--- src/pkg/blp_pkg.sv ---
// Package for the backlight PWM output block: register map, fields, resets.
// Assumes a single 10 MHz system clock and a plain register port.
package blp_pkg;

  // ----------------------------------------------------------------
  // Register offsets
  // ----------------------------------------------------------------
  localparam logic [7:0] BLP_ADDR_CTRL = 8'h00;
  localparam logic [7:0] BLP_ADDR_MODE = 8'h01;
  localparam logic [7:0] BLP_ADDR_MIN_DUTY = 8'h02;
  localparam logic [7:0] BLP_ADDR_DIVIDER = 8'h03;
  localparam logic [7:0] BLP_ADDR_OFFSET = 8'h04;
  localparam logic [7:0] BLP_ADDR_FORCE = 8'h05;
  localparam logic [7:0] BLP_ADDR_DUTY_IN = 8'h06;
  localparam logic [7:0] BLP_ADDR_CLK_SEL = 8'h09;
  localparam logic [7:0] BLP_ADDR_STATUS = 8'h0A;

  // ----------------------------------------------------------------
  // Control and force register fields
  // ----------------------------------------------------------------
  localparam int BLP_CTRL_ON_BIT = 0;
  localparam int BLP_CTRL_BLOCK_BIT = 1;
  localparam int BLP_CTRL_POL_BIT = 2;
  localparam int BLP_CTRL_BOOST_BIT = 3;
  localparam int BLP_CTRL_FLOAT_BIT = 4;
  localparam int BLP_FORCE_EN_BIT = 0;

  // ----------------------------------------------------------------
  // Reset values
  // ----------------------------------------------------------------
  localparam logic [7:0] BLP_CTRL_RESET = 8'h00;
  localparam logic [1:0] BLP_MODE_RESET = 2'h0;
  localparam logic [7:0] BLP_MIN_RESET = 8'h00;
  localparam logic [7:0] BLP_DIV_RESET = 8'h01;
  localparam logic [4:0] BLP_OFFSET_RESET = 5'h00;
  localparam logic [7:0] BLP_FORCE_DUTY_RESET = 8'hFF;
  localparam logic [7:0] BLP_DUTY_IN_RESET = 8'hFF;
  localparam logic [1:0] BLP_CLK_SEL_RESET = 2'h1;
  localparam logic [7:0] BLP_RDATA_ZERO = 8'h00;

  // ----------------------------------------------------------------
  // Clock source selection
  // ----------------------------------------------------------------
  localparam logic [1:0] BLP_CLK_HALF = 2'h0;
  localparam logic [1:0] BLP_CLK_FULL = 2'h1;

  typedef enum logic [1:0] {
    BLP_MODE_OFF = 2'b00,
    BLP_MODE_UI = 2'b01,
    BLP_MODE_STILL = 2'b10,
    BLP_MODE_MOVING = 2'b11
  } blp_mode_t;

  typedef struct packed {
    logic [7:0] addr;
    logic [7:0] wdata;
    logic wr;
    logic rd;
  } blp_bus_t;

  // Values latched at each period boundary
  typedef struct packed {
    logic [8:0] duty;
    logic [7:0] divider;
    logic pol;
  } blp_period_t;

endpackage

--- src/verilog/blp_top.sv ---
// Backlight PWM generator with a plain register port and a tri-state pin.
// Assumes synchronous inputs; the pin wire is resolved from the enable.
//
// The plain strobed port was left to the implementer.
`timescale 1ns/1ps

module blp_top
(
  input wire logic clk_sys_in,
  input wire logic resetn_in,
  input wire logic [7:0] addr_in,
  input wire logic [7:0] wdata_in,
  input wire logic wr_in,
  input wire logic rd_in,
  input wire logic [7:0] computed_duty_in,
  output logic [7:0] rdata_out,
  output logic backlight_pwm_pin_out,
  output logic backlight_pwm_pin_oe_out,
  output logic drive_strength_boost_out,
  output logic period_start_out
);
  import blp_pkg::*;

  // ----------------------------------------------------------------
  // Registers
  // ----------------------------------------------------------------
  blp_bus_t bus;
  logic [7:0] ctrl_q;
  logic [1:0] mode_q;
  logic [7:0] min_duty_limit_q;
  logic [7:0] period_divider_q;
  logic [4:0] duty_offset_q;
  logic forced_duty_enable_q;
  logic [7:0] forced_duty_value_q;
  logic [7:0] duty_in_q;
  logic [1:0] pwm_clock_select_q;
  logic [7:0] rdata_q;
  logic half_q;
  logic [7:0] presc_q;
  logic [7:0] step_q;
  blp_period_t cur_q;
  logic pin_q;
  logic oe_q;
  logic boost_q;
  logic start_q;

  assign bus = '{addr: addr_in, wdata: wdata_in, wr: wr_in, rd: rd_in};

  // ----------------------------------------------------------------
  // Address decode
  // ----------------------------------------------------------------
  typedef enum logic [3:0] {
    BLP_SEL_NONE = 4'b0000,
    BLP_SEL_CTRL = 4'b0001,
    BLP_SEL_MODE = 4'b0010,
    BLP_SEL_MIN = 4'b0011,
    BLP_SEL_DIV = 4'b0100,
    BLP_SEL_OFF = 4'b0101,
    BLP_SEL_FORCE = 4'b0110,
    BLP_SEL_DUTY = 4'b0111,
    BLP_SEL_CLK = 4'b1000,
    BLP_SEL_STATUS = 4'b1001
  } blp_reg_sel_t;

  // Maps a bus address onto the register that it selects
  function automatic blp_reg_sel_t reg_select(input logic [7:0] a);
  begin
    if (a == BLP_ADDR_CTRL)
      reg_select = BLP_SEL_CTRL;
    else if (a == BLP_ADDR_MODE)
      reg_select = BLP_SEL_MODE;
    else if (a == BLP_ADDR_MIN_DUTY)
      reg_select = BLP_SEL_MIN;
    else if (a == BLP_ADDR_DIVIDER)
      reg_select = BLP_SEL_DIV;
    else if (a == BLP_ADDR_OFFSET)
      reg_select = BLP_SEL_OFF;
    else if (a == BLP_ADDR_FORCE)
      reg_select = BLP_SEL_FORCE;
    else if (a == BLP_ADDR_DUTY_IN)
      reg_select = BLP_SEL_DUTY;
    else if (a == BLP_ADDR_CLK_SEL)
      reg_select = BLP_SEL_CLK;
    else if (a == BLP_ADDR_STATUS)
      reg_select = BLP_SEL_STATUS;
    else
      reg_select = BLP_SEL_NONE;
  end
  endfunction

  blp_reg_sel_t bus_sel;

  assign bus_sel = reg_select(bus.addr);

  wire wr_ctrl = bus.wr && (bus_sel == BLP_SEL_CTRL);
  wire wr_mode = bus.wr && (bus_sel == BLP_SEL_MODE);
  wire wr_min = bus.wr && (bus_sel == BLP_SEL_MIN);
  wire wr_div = bus.wr && (bus_sel == BLP_SEL_DIV);
  wire wr_off = bus.wr && (bus_sel == BLP_SEL_OFF);
  wire wr_force = bus.wr && (bus_sel == BLP_SEL_FORCE);
  wire wr_duty = bus.wr && (bus_sel == BLP_SEL_DUTY);
  wire wr_clk = bus.wr && (bus_sel == BLP_SEL_CLK);

  wire backlight_output_on = ctrl_q[BLP_CTRL_ON_BIT];
  wire brightness_block_enable = ctrl_q[BLP_CTRL_BLOCK_BIT];
  wire pwm_polarity_invert = ctrl_q[BLP_CTRL_POL_BIT];
  wire drive_strength_boost = ctrl_q[BLP_CTRL_BOOST_BIT];
  wire pwm_output_float = ctrl_q[BLP_CTRL_FLOAT_BIT];

  // ----------------------------------------------------------------
  // Duty computation
  // ----------------------------------------------------------------
  wire [7:0] raw_duty = forced_duty_enable_q ? forced_duty_value_q :
    duty_in_q;
  wire [7:0] clamped_duty = (raw_duty < min_duty_limit_q) ?
    min_duty_limit_q : raw_duty;
  wire [9:0] duty_sum = {2'h0, clamped_duty} + 10'h001 +
    {5'h00, duty_offset_q};
  wire [8:0] duty_count = (duty_sum > 10'h100) ? 9'h100 :
    duty_sum[8:0];

  // ----------------------------------------------------------------
  // Source clock and period timing
  // ----------------------------------------------------------------
  wire src_tick = (pwm_clock_select_q == BLP_CLK_HALF) ? half_q :
    1'b1;
  wire [7:0] div_eff = (cur_q.divider == 8'h00) ? 8'h01 : cur_q.divider;
  wire step_end = src_tick && (presc_q >= div_eff - 8'h01);
  wire period_end = step_end && (step_q == 8'hFF);
  wire [8:0] step_ext = {1'b0, step_q};
  wire pwm_active = step_ext < cur_q.duty;
  wire pwm_mode = (mode_q != BLP_MODE_OFF) || forced_duty_enable_q;
  wire level_active = pwm_mode ? pwm_active : 1'b1;
  wire enabled = backlight_output_on && brightness_block_enable;
  wire pin_d = enabled ? (level_active ^ cur_q.pol) :
    pwm_polarity_invert;

  // ----------------------------------------------------------------
  // Read mux
  // ----------------------------------------------------------------
  wire [7:0] rd_mux = (bus_sel == BLP_SEL_CTRL) ? ctrl_q :
    (bus_sel == BLP_SEL_MODE) ? {6'h00, mode_q} :
    (bus_sel == BLP_SEL_MIN) ? min_duty_limit_q :
    (bus_sel == BLP_SEL_DIV) ? period_divider_q :
    (bus_sel == BLP_SEL_OFF) ? {3'h0, duty_offset_q} :
    (bus_sel == BLP_SEL_FORCE) ? forced_duty_value_q :
    (bus_sel == BLP_SEL_DUTY) ? duty_in_q :
    (bus_sel == BLP_SEL_CLK) ? {6'h00, pwm_clock_select_q} :
    (bus_sel == BLP_SEL_STATUS) ? step_q :
    BLP_RDATA_ZERO;

  // ----------------------------------------------------------------
  // Register file
  // ----------------------------------------------------------------
  always_ff @(posedge clk_sys_in)
  begin
    if (!resetn_in)
    begin
      ctrl_q <= BLP_CTRL_RESET;
    end
    else if (wr_ctrl)
    begin
      ctrl_q <= {3'h0, bus.wdata[4:0]};
    end
  end

  always_ff @(posedge clk_sys_in)
  begin
    if (!resetn_in)
    begin
      mode_q <= BLP_MODE_RESET;
    end
    else if (wr_mode)
    begin
      mode_q <= bus.wdata[1:0];
    end
  end

  always_ff @(posedge clk_sys_in)
  begin
    if (!resetn_in)
    begin
      min_duty_limit_q <= BLP_MIN_RESET;
    end
    else if (wr_min)
    begin
      min_duty_limit_q <= bus.wdata;
    end
  end

  always_ff @(posedge clk_sys_in)
  begin
    if (!resetn_in)
    begin
      period_divider_q <= BLP_DIV_RESET;
    end
    else if (wr_div)
    begin
      period_divider_q <= bus.wdata;
    end
  end

  always_ff @(posedge clk_sys_in)
  begin
    if (!resetn_in)
    begin
      duty_offset_q <= BLP_OFFSET_RESET;
    end
    else if (wr_off)
    begin
      duty_offset_q <= bus.wdata[4:0];
    end
  end

  always_ff @(posedge clk_sys_in)
  begin
    if (!resetn_in)
    begin
      forced_duty_value_q <= BLP_FORCE_DUTY_RESET;
    end
    else if (wr_force)
    begin
      forced_duty_value_q <= bus.wdata;
    end
  end

  always_ff @(posedge clk_sys_in)
  begin
    if (!resetn_in)
    begin
      forced_duty_enable_q <= 1'b0;
    end
    else if (wr_force)
    begin
      forced_duty_enable_q <= 1'b1;
    end
    else if (wr_mode)
    begin
      forced_duty_enable_q <= bus.wdata[7];
    end
  end

  always_ff @(posedge clk_sys_in)
  begin
    if (!resetn_in)
    begin
      duty_in_q <= BLP_DUTY_IN_RESET;
    end
    else if (wr_duty)
    begin
      duty_in_q <= bus.wdata;
    end
  end

  always_ff @(posedge clk_sys_in)
  begin
    if (!resetn_in)
    begin
      pwm_clock_select_q <= BLP_CLK_SEL_RESET;
    end
    else if (wr_clk)
    begin
      pwm_clock_select_q <= bus.wdata[1:0];
    end
  end

  always_ff @(posedge clk_sys_in)
  begin
    if (!resetn_in)
    begin
      rdata_q <= BLP_RDATA_ZERO;
    end
    else
    begin
      rdata_q <= bus.rd ? rd_mux : BLP_RDATA_ZERO;
    end
  end

  // ----------------------------------------------------------------
  // PWM engine
  // ----------------------------------------------------------------
  always_ff @(posedge clk_sys_in)
  begin
    if (!resetn_in)
    begin
      half_q <= 1'b0;
      presc_q <= 8'h00;
      step_q <= 8'h00;
      cur_q <= '{duty: 9'h100, divider: BLP_DIV_RESET, pol: 1'b0};
      start_q <= 1'b0;
    end
    else
    begin
      half_q <= ~half_q;
      start_q <= period_end;
      if (step_end)
      begin
        presc_q <= 8'h00;
        step_q <= step_q + 8'h01;
      end
      else if (src_tick)
        presc_q <= presc_q + 8'h01;
      if (period_end)
        cur_q <= '{duty: duty_count, divider: period_divider_q,
                   pol: pwm_polarity_invert};
    end
  end

  // ----------------------------------------------------------------
  // Pin drivers
  // ----------------------------------------------------------------
  always_ff @(posedge clk_sys_in)
  begin
    if (!resetn_in)
    begin
      pin_q <= 1'b0;
      oe_q <= 1'b1;
      boost_q <= 1'b0;
    end
    else
    begin
      pin_q <= pin_d;
      oe_q <= ~pwm_output_float;
      boost_q <= drive_strength_boost;
    end
  end

  assign rdata_out = rdata_q;
  assign backlight_pwm_pin_out = pin_q;
  assign backlight_pwm_pin_oe_out = oe_q;
  assign drive_strength_boost_out = boost_q;
  assign period_start_out = start_q;

endmodule

--- config.mk ---
export PLATFORM = sky130hd
export DESIGN_NAME = blp_top
export DESIGN_NICKNAME = d
export VERILOG_FILES = /design/src/pkg/blp_pkg.sv /design/src/verilog/blp_top.sv
export SDC_FILE = /design/constraint.sdc
export NUM_CORES = 1
export LEC_CHECK = 0
export BUFFER_PORTS_ARGS = -buffer_cell sky130_fd_sc_hd__buf_2
export CAP_MARGIN = 20
export CORE_ASPECT_RATIO = 0.8
export CORE_UTILIZATION = 43
export DETAILED_ROUTE_END_ITERATION = 6
export HOLD_SLACK_MARGIN = 0.02
export PLACE_DENSITY_LB_ADDON = 0.2
export SLEW_MARGIN = 5
export SYNTH_ARGS = -nofsm -noshare
export SYNTH_HDL_FRONTEND = slang
export SYNTH_SLANG_ARGS = --single-unit
--- constraint.sdc ---
create_clock -name clk_sys_in -period 4.25 [get_ports clk_sys_in]
set_clock_uncertainty 0.2 [all_clocks]
set_input_delay 0 -clock clk_sys_in [delete_from_list [all_inputs] [get_ports clk_sys_in]]
set_output_delay 0 -clock clk_sys_in [all_outputs]
set_load 0.005 [all_outputs]
==> results of run 1 <==
[power by group]
group	internal, uW	total [uW]	leakage (uW)	switching (uW)
clock network	475	832	0.000153	357
registers	884	891	0.000760	7.34
logic	35.8	95.4	0.00127	59.5
total	1400	1820	0.00219	424
[cell usage in the layout (no fill, tap or decap), types with 7 or more instances in the layout]
master and instances:
sky130_fd_sc_hd__a21oi_1 49, sky130_fd_sc_hd__a22oi_1 11, sky130_fd_sc_hd__a31oi_1 7, sky130_fd_sc_hd__buf_2 31
sky130_fd_sc_hd__buf_4 10, sky130_fd_sc_hd__clkbuf_16 9, sky130_fd_sc_hd__dfxtp_1 93, sky130_fd_sc_hd__dlygate4sd3_1 18
sky130_fd_sc_hd__ha_1 29, sky130_fd_sc_hd__inv_1 26, sky130_fd_sc_hd__mux2_2 7, sky130_fd_sc_hd__mux2i_1 14
sky130_fd_sc_hd__nand2_1 125, sky130_fd_sc_hd__nand3_1 44, sky130_fd_sc_hd__nor2_1 45, sky130_fd_sc_hd__nor3_1 7
sky130_fd_sc_hd__o21ai_0 20, sky130_fd_sc_hd__or3_1 10, sky130_fd_sc_hd__xnor2_1 19
[through the flow]
stage | std cells | util [%] | setup TNS (ps) | hold slack [ps]
finish | 808 | 52.1 | 0 | 20.5
global route | 808 | 52.1 | 0 | 64.6
CTS | 807 | 51.8 | 0 | 22.5
detailed placement | 773 | 47.4 | -164 | 119
global placement | 773 | 47.4 | 0 | 112
floorplan | 619 | - | 0 | -76.0
[worst min path at each step]
stage,start,endpoint,cells past startpoint
2_1_floorplan,wdata_in[2],duty_in_q[2],2
3_5_place_dp,wdata_in[3],min_duty_limit_q[3],3
4_1_cts,addr_in[0],rdata_out[1],4
3_3_place_gp,wdata_in[3],min_duty_limit_q[3],3
5_1_grt,addr_in[0],rdata_out[1],4
6_report,addr_in[0],rdata_out[1],4
[worst max-delay path: cells and delay by family, from the launching register on]
kind            cells  cell delay [ps]
buf+inv             2              190
simple gates        3              730
fa+ha+maj           3              860
compound gates      6              980
flops               1              410
mux                 3              630
[state kept, by name (all words and copies together) (netlist names)]
signal / count
mode_q: 2
period_divider_q: 8
step_q: 8
period_start_out: 1
forced_duty_value_q: 8
backlight_pwm_pin_out: 1
presc_q: 8
half_q: 1
forced_duty_enable_q: 1
min_duty_limit_q: 8
duty_in_q: 8
ctrl_q: 5
drive_strength_boost_out: 1
pwm_clock_select_q: 2
rdata_out: 8
cur_q: 18
duty_offset_q: 5
backlight_pwm_pin_oe_out: 1
[logic make-up (layout without fill, tap and decap cells)]
group	count (synthesis)	after routing	synth area share (%)
and+or+nand+nor	267	267	24.3
AOI/OAI and AO/OA	122	122	15.6
DFF	94	94	38.0
buffers and inverters	57	102	4.63
adders and majority gates	31	31	7.99
xor gates and xnor gates	25	25	4.42
muxes	23	23	5.01
[cell type report]
class	count	area, um^2	area share [%]
multi-input combinational	468	2850	49.7
tap	144	180	3.14
clock inverter	6	66.3	1.16
inverter	27	101	1.77
sequential	94	1890	32.9
clock buffer	10	239	4.17
timing repair buffer	59	410	7.16
[metal layers]
metal,vias up,GRT usage [%],part of all wire (%)
met5,-,0,0
met3,17,5.49,8.3
met4,0,6.65,1.3
met1,2115,34.4,48
li1,2239,-,-
met2,156,34.8,42
[repair_timing]
item / 4_1_cts / 5_1_grt
pin swaps: 0 / 1
endpoints found under the hold margin: 55 / 0
setup buffers: 0 / 1
cloned: 0 / 0
hold buffers: 18 / 0
setup endpoints to repair: 3 / 4
resized for setup: 1 / 6
==> results summary, run 1 <==
The post-detailed-route DRC marker count is 0. Setup repair after global routing left no endpoint under its margin. VDD sags by at most approximately 0.18 mV. The number of H-tree levels is 3. Ranked by instance count, the synthesized netlist is headed by sky130_fd_sc_hd__nand2_1 (125), sky130_fd_sc_hd__dfxtp_1 (94), sky130_fd_sc_hd__a21oi_1 (49), sky130_fd_sc_hd__nor2_1 (45), sky130_fd_sc_hd__nand3_1 (44). The number of synthesized register bits is 94. The average instance in the mapped netlist occupies 7.99 um^2. The number of library cell types mapped by synthesis is 61. The design area came out at between 5000 and 6000 um^2. The max-slew violation total from the final report came to 0. The worst pin sits at a relative slew slack of 54.6%. The reg-to-reg startpoint is forced_duty_enable_q.

Entering global routing, the biggest net connects 52 pins. TritonCTS built the clock tree. The die is 122 um wide.

The per-cell via count in the routed design came out at 5.60. The final count of hold timing violations is 0. The slowest stage of the critical path belongs to the cell sky130_fd_sc_hd__or4b_1. The top-area cell type share of the netlist area is between 30% and 40%.

The number of core rows came out at 34. The routed wire length is 13600 um. The critical path goes through buf_4, mux2_2, ha_1, o221ai_2, a21oi_2, o22a_4, mux2i_1, ha_2, inv_1, fa_2, a211oi_2, nor2_1, a21o_1, nand4_1, mux2i_2, or4b_1, a21oi_1.

The share of the cycle needed by the critical path after routing came out at 95.5%. Sorting the synthesized cells by area gives the leading types as sky130_fd_sc_hd__dfxtp_1 (38%), sky130_fd_sc_hd__nand2_1 (9.5%), sky130_fd_sc_hd__ha_1 (7.6%). The internal reg-to-reg setup slack is around 190 ps.

The die is 98.0 um tall. The fraction of layout cells with a size suffix above 1 is 11.9%. The count of input and output buffers came out at 31. Power comes to roughly 1800 uW. The proportion of register bits with asynchronous set or reset after synthesis came out at 0%. Subtracting the final worst setup slack from the clock period gives 4060 ps. The overall global routing resource usage came out at a little under a quarter. Along the worst path, the maximum fanout reaches 8. After floorplanning, the core was sized to cover 11000 um^2. The iteration count of the initial detailed-routing pass came out at 5.

The number of antenna repair diodes came out at 0. The tree is rooted in a sky130_fd_sc_hd__clkbuf_16. The total CTS buffers is 9. In this run, the number of DRC markers left after iteration 0 of detailed routing was 304. Among all flip-flop cells after synthesis, the most frequent one is sky130_fd_sc_hd__dfxtp_1. The net total in the final layout is 718.

Yosys mapped a number of flops with a built-in enable equal to 0. The required arrival time at the worst endpoint is 4330 ps. The critical path ends at cur_q[12]. The first-pass GRT wire length is between 20000 and 25000 um. The remaining number of nets flagged by the antenna check after routing is 0.

The number of nets in the synthesized netlist is between 600 and 700. The tightest min-delay check is of the input port to flip-flop type. The detailed-route wire length per cell is roughly 17 um. The initial utilization of the core area, before any placement, comes to 44.9%. Synthesis handed over a netlist of 619 instances.

The critical path starts at forced_duty_enable_q. The half-perimeter wire length after placement is 10000 um. The total of max-cap violations is 0. Summed over all instances, the cell type with the most area after synthesis is sky130_fd_sc_hd__dfxtp_1. Across all setup checks in the final design, the least slack found is 190 ps. The sequential element share of the synthesized area is 38.0%. The final estimated routing congestion in global placement came out at 0.902.

Yosys printed 0 warnings. The cell count of the worst reg-to-reg path came out at 17. Summed over all cells, the static leakage comes to 0.00219 uW. The maximum achievable frequency is between 200 and 250 MHz. The total placed instance area came out at 5220 um^2. The number of endpoints failing setup at the final stage came out at 0. The via total after detailed routing is 4527. The overall die area came out at ~12000 um^2.

For the worst setup path, the data arrival time is 4140 ps. The number of buffers on the longest clock path came out at 2. The initial antenna violation count came out at 0. The terminus of the critical flop-to-flop path is cur_q[12].

At the placement stage, the worst setup path has a slack of -62.8 ps. The number of global-route vias before repair came to 4189. In this design, the stage delay of the slowest critical-path cell is 510 ps. In the post-synthesis netlist, the cell with the most instances is sky130_fd_sc_hd__nand2_1. The CTS sink count is 94. The worst setup path is launched from a flip-flop. The worst setup path is of the flip-flop to flip-flop kind. The fill cell instance count of the final layout came out at 1048.

The flow ran to the end, and the final reports show no timing, DRC or antenna violations. The nature of the critical path endpoint is a flip-flop. The measured slew at the worst slew-check pin is 678 ps. Clock-pin slew was measured on the worst setup and hold paths at 70 ps.

The clock insertion delay at the later pin of the skew report came out at 350 ps. Global routing finished with a remaining overflow of 0. The cell area that synthesis handed to floorplanning was 4950 um^2.

Power spread over the standard cell area amounts to ~320 nW/um^2. The area growth from synthesis to layout is 15.9%. The boundary pin count came out at 40.
Note: power is estimated with default switching activity, not from simulation.
==> run 2, diff against run 1 <==
==> constraint.sdc (replaced) <==
create_clock -name clk_sys_in -period 4.25 [get_ports clk_sys_in]
set_clock_uncertainty 0.2 [all_clocks]
set_input_delay 0.2125 -clock clk_sys_in [delete_from_list [all_inputs] [get_ports clk_sys_in]]
set_output_delay 0.2125 -clock clk_sys_in [all_outputs]
set_load 0.005 [all_outputs]
==> run 2 against run 1 <==
Worst hold slack gained 77 ps. Total power is 0.81% lower. Global-route usage down 0.44 points. Final cell count is 1.4% lower. Register-to-register slack got worse by 60 ps. Maximum frequency decreased by 1.5%. Critical path depth up 1. Clock power decreased by 1%. Sequential share of layout area is 0.58 points higher.
==> results summary, run 2 (synthesis gave the netlist of run 1 again) <==
Result of the run: finished, final reports clean (unchanged). The number of antenna repair diodes came out at 0 (unchanged). The net total in the final layout came to 707 (was 718). The iteration count of the initial detailed-routing pass is 5 (unchanged). The number of core rows came out at 34 (unchanged). The buffer cell driving the clock tree root is sky130_fd_sc_hd__clkbuf_16 (unchanged). The remaining number of nets flagged by the antenna check after routing came out at 0 (unchanged). The most common cell after layout, fill and taps aside is sky130_fd_sc_hd__nand2_1 (unchanged). The max-slew violation total from the final report came out at 0 (unchanged).

The first-pass GRT wire length is 21500 um (was 21700 um). The detailed-route wire length per cell came out at 16.5 um (was 16.9 um). The sum of buffers and inverters on the critical path came out at 2 (unchanged). The maximum achievable frequency came out at 243 MHz (was 246 MHz). The number of H-tree levels is 3 (unchanged). The path class of the lowest-slack min-delay path is input port to flip-flop (unchanged). The measured slew at the worst slew-check pin came out at 740 ps (was 678 ps). The final critical path time including I/O delays and setup came out at 4120 ps (was 4060 ps).

The overall die area is 11900 um^2 (unchanged). Commonest cells after routing, fill and taps aside: sky130_fd_sc_hd__nand2_1 (125), sky130_fd_sc_hd__dfxtp_1 (93), sky130_fd_sc_hd__a21oi_1 (49) (unchanged). The flip-flop count of the largest register after layout came to 18 (unchanged). The width of the die is 122 um (unchanged). The routed wire length is 13200 um (was 13600 um). The share of the cycle needed by the critical path after routing came to 97.0% (was 95.5%). The number of endpoints failing setup at the final stage came out at 0 (unchanged). The post-CTS clock slew at the launch and capture registers of the worst setup and hold paths came out at 70 ps (about the same).

The multi-input combinational cell area is 2860 um^2 (was 2850 um^2). The area growth from synthesis to layout came out at 13.9% (was 15.9%). The boundary pin count came to 40 (unchanged). The pin count of the biggest net entering global routing is 52 (unchanged). The overall power after layout is 1800 uW (was 1820 uW). Setup repair after global routing missed its margin: no (unchanged). The per-cell via count in the routed design is 5.62 (was 5.60). The number of global-route vias before repair came to 4029 (was 4189). The final estimated routing congestion in global placement was 0.904 (was 0.902). The register name with the most flops is cur_q (unchanged).

The total of max-cap violations came out at 0 (unchanged). The overall global routing resource usage is 23.3% (was 23.7%). The nature of the critical path endpoint is a flip-flop (unchanged). The post-detailed-route DRC marker count came out at 0 (unchanged). The count of input and output buffers is 31 (unchanged). The total core area is 11000 um^2 (unchanged).

The required arrival time at the worst endpoint is 4310 ps (was 4330 ps). The y dimension of the die came to 98.0 um (unchanged). The total CTS buffers is 9 (unchanged). The final-layout worst hold slack came out at 97.9 ps (was 20.5 ps).

The fraction of layout cells with a size suffix above 1 is 11.6% (was 11.9%). The final count of hold timing violations came to 0 (unchanged). The power per standard cell area is 320 nW/um^2 (was 317 nW/um^2).

The type of the worst setup path is flip-flop to flip-flop (unchanged). The sequential cell area is 1890 um^2 (unchanged). The maximum vdd ir drop came out at 0.204 mV (was 0.183 mV). The via total after detailed routing came to 4480 (was 4527). The number of buffers inserted by post-CTS setup repair is 0 (unchanged).

The leftover overflow at the end of global routing came out at 0 (unchanged). The CTS sink count is 94 (unchanged). The worst relative slew slack came out at 50.5% (was 54.6%). The slowest library cell on the worst path was sky130_fd_sc_hd__dfxtp_4 (was sky130_fd_sc_hd__or4b_1). Sequence of cells on the critical path: mux2_2, ha_1, nand2b_1, o221ai_2, a21oi_2, o22a_4, mux2i_1, ha_1, inv_1, fa_2, a211oi_2, nor2_1, a21o_1, nand4_1, mux2i_2, buf_4, or3_1, a21oi_1 (was buf_4, mux2_2, ha_1, o221ai_2, a21oi_2, o22a_4, mux2i_1, ha_2, inv_1, fa_2, a211oi_2, nor2_1, a21o_1, nand4_1, mux2i_2, or4b_1, a21oi_1). The count of routing violations after the opening detailed-route iteration is 385 (was 304). The biggest cell delay along the critical path is 420 ps (was 510 ps). By instance count, the cell type seen most on the critical path is sky130_fd_sc_hd__ha_1. The clock insertion delay at the later pin of the skew report is 340 ps (was 350 ps).

The initial antenna violation count is 0 (unchanged). The aggregate negative setup slack is 0 ps (unchanged). The half-perimeter wire length after placement was 9890 um (was 10000 um).

The fill cell instance count of the final layout is 1071 (was 1048). The number of buffers on the longest clock path is 2 (unchanged). The cell leakage power is 0.00214 uW (was 0.00219 uW). The category of cells accounting for the largest share of critical-path delay is compound AO/OA/AOI/OAI gates (unchanged). The internal reg-to-reg setup slack came out at 130 ps (was 190 ps). The starting density of the core came out at 44.9% (unchanged).

The largest driver fanout on the critical path is 8 (unchanged). The arrival time at the worst endpoint came out at 4180 ps (was 4140 ps). The CTS tree was yes (unchanged). The element type at the critical path start is a flip-flop (unchanged).
run 2: cell types whose count changed in the layout (fill, tap and decap cells not counted), sizes merged:
cell / before / now
clkbuf: 10 / 13
clkinv: 4 / 2
buf: 41 / 40
dlygate4sd3: 18 / 8
clkinvlp: 0 / 1
inv: 28 / 26
run 2: area by class of cell:
| class | count | area share (%) |
|---|---|---|
| Timing Repair Buffer | 48 | 5.37 |
| Clock inverter | 3 | 0.755 |
| Multi-Input combinational cell | 468 | 50.8 |
| Tap cell | 144 | 3.20 |
| Inverter | 27 | 1.80 |
| Sequential cell | 94 | 33.5 |
| Clock buffer | 13 | 4.62 |
run 2: what timing repair did:
action,CTS,global route
cloned,0,0
hold endpoints to repair,35,0
hold buffers,8,0
gates resized for setup,1,7
endpoints found under the setup margin,3,9
run 2: path summary, 6_finish.rpt:
kind / from / depth (start not counted) / to
max: forced_duty_enable_q / 18 / cur_q[11]
min: addr_in[3] / 4 / forced_duty_enable_q
max reg2reg: forced_duty_enable_q / 18 / cur_q[11]
min reg2reg: half_q / 1 / half_q
run 2: power breakdown:
group | total, uW | switching (uW) | internal [uW]
Combinational | 88.7 | 57.7 | 31.0
Clock | 824 | 336 | 488
Sequential | 892 | 7.54 | 884
Total | 1800 | 401 | 1400
run 2: metal layers:
| metal | up-vias | global-route usage [%] | part of all wire [%] |
|---|---|---|---|
| met2 | 148 | 32.1 | 41 |
| met5 | - | 0 | 0 |
| met1 | 2112 | 36.3 | 51 |
| met3 | 13 | 4.50 | 6.7 |
| li1 | 2207 | - | - |
| met4 | 0 | 5.98 | 1.3 |
run 2: through the flow:
step                      instances  area [um^2]  worst slack (ps)  util (%)
after CTS                       797         5610              24.8      50.9
after global routing            797         5640              17.5      51.1
final                           797         5640               129      51.1
after global placement          773         5220              35.8      47.4
after detailed placement        773         5220             -71.9      47.4
after floorplan                 619         4950             0.246         -
run 2: worst register-to-register path: cells and delay by family (launching register included):
family | cells | cell delay, ps
compound gates | 6 | 1100
fa+ha+maj | 3 | 770
simple gates | 4 | 710
mux | 3 | 630
flops | 1 | 420
buf+inv | 2 | 210
==> run 3, diff against run 2 <==
==> constraint.sdc (replaced) <==
create_clock -name clk_sys_in -period 4.9 [get_ports clk_sys_in]
set_clock_uncertainty 0.2 [all_clocks]
set_input_delay 0.245 -clock clk_sys_in [delete_from_list [all_inputs] [get_ports clk_sys_in]]
set_output_delay 0.245 -clock clk_sys_in [all_outputs]
set_load 0.005 [all_outputs]
==> run 3 against run 2 <==
Combinational power shrank 17%. Cell area down 2.6%. Setup slack improved by 280 ps. Critical path depth is 2 lower. Sequential share of layout area increased by 0.85 points. First-iteration DRC count up 2.6%. Final cell count fell by 1.3%. Die area unchanged. Highest routed layer unchanged.
==> results summary, run 3 (synthesis gave the netlist of run 1 again) <==
The fraction of layout cells with a size suffix above 1 is 10.3% (was 11.6%). The final estimated routing congestion in global placement is 0.902 (was 0.904). The net total in the final layout came out at 697 (was 707). The via total after detailed routing was 4450 (was 4480). The total CTS buffers was 9 (unchanged).

The leftover overflow at the end of global routing came to 0 (unchanged). The number of core rows came to 34 (unchanged). The area growth from synthesis to layout came out at 10.9% (was 13.9%). The max-slew violation total from the final report is 0 (unchanged). The count of routing violations after the opening detailed-route iteration was 395 (was 385). The path class of the lowest-slack min-delay path is input port to flip-flop (unchanged).

The post-detailed-route DRC marker count is 0 (unchanged). The overall die area is 11900 um^2 (unchanged). The number of buffers inserted by post-CTS setup repair came out at 0 (unchanged). The post-CTS clock slew at the launch and capture registers of the worst setup and hold paths is 70 ps (about the same). The worst setup slack before clock tree synthesis is 298 ps (was -71.9 ps). The type of the worst setup path is flip-flop to flip-flop (unchanged). The detailed-route wire length per cell came out at 16.8 um (was 16.5 um). The width of the die is 122 um (unchanged). The CTS sink count was 94 (unchanged). The final count of hold timing violations is 0 (unchanged). The design area came out at 5490 um^2 (was 5640 um^2). The CTS tree is yes (unchanged).

The boundary pin count is 40 (unchanged). The biggest cell delay along the critical path came to 520 ps (was 420 ps). The per-cell via count in the routed design was 5.65 (was 5.62).

The nature of the critical path endpoint is a flip-flop (unchanged). The internal power is 1150 uW (was 1400 uW). The maximum vdd ir drop came to 0.153 mV (was 0.204 mV).

The switching power share of the total is 23.3% (was 22.2%). The number of H-tree levels is 3 (unchanged). The routed wire length is 13200 um (about the same). Result of the run: finished, final reports clean (unchanged). The worst relative slew slack is 50.3% (was 50.5%). The remaining number of nets flagged by the antenna check after routing is 0 (unchanged). The cell leakage power came out at 0.00207 uW (was 0.00214 uW). The internal reg-to-reg setup slack came out at 400 ps (was 130 ps).

The slowest library cell on the worst path is sky130_fd_sc_hd__or4b_1 (was sky130_fd_sc_hd__dfxtp_4). The share of the cycle needed by the critical path after routing came out at 91.7% (was 97.0%). The power share of the combinational group was 4.9% (about the same). The initial antenna violation count is 0 (unchanged). The fill cell instance count of the final layout is 1099 (was 1071). The iteration count of the initial detailed-routing pass is 5 (unchanged). The y dimension of the die came out at 98.0 um (unchanged). The total of max-cap violations came out at 0 (unchanged).

The count of input and output buffers came to 31 (unchanged). The required arrival time at the worst endpoint is 4970 ps (was 4310 ps). The final critical path time including I/O delays and setup is 4500 ps (was 4120 ps). The switching power summed over all nets came out at 349 uW (was 401 uW).

The pin count of the biggest net entering global routing came to 52 (unchanged). The half-perimeter wire length after placement came out at 9840 um (was 9890 um). The most common cell after layout, fill and taps aside is sky130_fd_sc_hd__nand2_1 (unchanged). The register name with the most flops is cur_q (unchanged).

The overall global routing resource usage came out at 23.5% (was 23.3%). The flip-flop count of the largest register after layout is 18 (unchanged). The aggregate negative setup slack came out at 0 ps (unchanged). The number of endpoints failing setup at the final stage came out at 0 (unchanged).

The buffer cell driving the clock tree root is sky130_fd_sc_hd__clkbuf_16 (unchanged). The first-pass GRT wire length was 21700 um (was 21500 um). The clock insertion delay at the later pin of the skew report came out at 340 ps (about the same). The total core area came out at 11000 um^2 (unchanged). The measured slew at the worst slew-check pin is 745 ps (was 740 ps). The total placed instance area came to 5180 um^2 (was 5220 um^2). The maximum achievable frequency is 222 MHz (was 243 MHz). The power per standard cell area is 273 nW/um^2 (was 320 nW/um^2). The number of buffers on the longest clock path came out at 2 (unchanged). The final worst setup slack came out at 405 ps (was 129 ps).

The share of power burned in the clock network came out at 43.4% (was 45.7%). Commonest cells after routing, fill and taps aside: sky130_fd_sc_hd__nand2_1 (125), sky130_fd_sc_hd__dfxtp_1 (93), sky130_fd_sc_hd__a21oi_1 (49) (unchanged). The largest driver fanout on the critical path was 13 (was 8). Setup repair after global routing missed its margin: no (unchanged). The starting density of the core came to 44.9% (unchanged). The arrival time at the worst endpoint came out at 4570 ps (was 4180 ps). Sequence of cells on the critical path: mux2_2, ha_1, a211oi_1, o21ai_0, o22a_4, mux2i_1, ha_1, inv_1, fa_1, a211oi_1, nor2_1, a21o_1, nand4_1, mux2i_2, or4b_1, a21oi_1 (was mux2_2, ha_1, nand2b_1, o221ai_2, a21oi_2, o22a_4, mux2i_1, ha_1, inv_1, fa_2, a211oi_2, nor2_1, a21o_1, nand4_1, mux2i_2, buf_4, or3_1, a21oi_1). The sequential share of power is 51.7% (was 49.4%). The number of global-route vias before repair is 4153 (was 4029).

The element type at the critical path start is a flip-flop (unchanged). The number of antenna repair diodes came out at 0 (unchanged).
-- run 3: worst paths after layout --
| path | start | endpoint | depth (start not counted) |
|---|---|---|---|
| setup / recovery | forced_duty_enable_q | cur_q[12] | 16 |
| hold / removal | wdata_in[4] | min_duty_limit_q[4] | 3 |
| setup reg to reg | forced_duty_enable_q | cur_q[12] | 16 |
| hold reg to reg | half_q | half_q | 1 |
-- run 3: worst max-delay path: cells and delay by family, from the launching register on --
family | cells | cell delay (ps)
compound gates | 6 | 1240
fa+ha+maj | 3 | 910
mux | 3 | 760
simple gates | 3 | 740
flops | 1 | 510
buf+inv | 1 | 60
-- run 3: layer usage --
layer	wire [um]	vias to the layer above	track usage [%]
met5	0	-	0
met4	163	0	6.55
met3	709	21	4.03
met2	5590	137	34.9
met1	6780	2104	34.7
li1	-	2188	-
-- run 3: power groups by stage --
stage	clock network (uW)	logic, uW	registers (uW)
after CTS	662	71.9	773
after global routing	700	78.8	774
after global placement	0	68.2	791
after floorplan	0	43.1	788
after detailed placement	0	68.9	791
final	649	73.4	773
-- run 3: final cells by class --
| type | count | area [um^2] | area share, % |
|---|---|---|---|
| tap | 144 | 180 | 3.28 |
| multi-input combinational | 468 | 2840 | 51.7 |
| inverter | 27 | 101 | 1.85 |
| clock buffer | 12 | 246 | 4.49 |
| clock inverter | 4 | 22.5 | 0.410 |
| sequential | 94 | 1880 | 34.3 |
| timing repair buffer | 38 | 218 | 3.97 |
-- run 3: metrics by stage --
step	hold WS (ps)	instances	total power, uW	utilization [%]
2_1_floorplan	169	619	831	-
3_3_place_gp	195	767	859	47.0
3_5_place_dp	197	767	860	47.0
4_1_cts	32.9	787	1510	49.8
5_1_grt	42.7	787	1550	49.8
6_report	40.1	787	1500	49.8
-- run 3: timing repair --
action	4_1_cts	5_1_grt
endpoints found under the hold margin	16	0
hold buffers	4	0
gates resized for setup	0	1
endpoints found under the setup margin	0	1
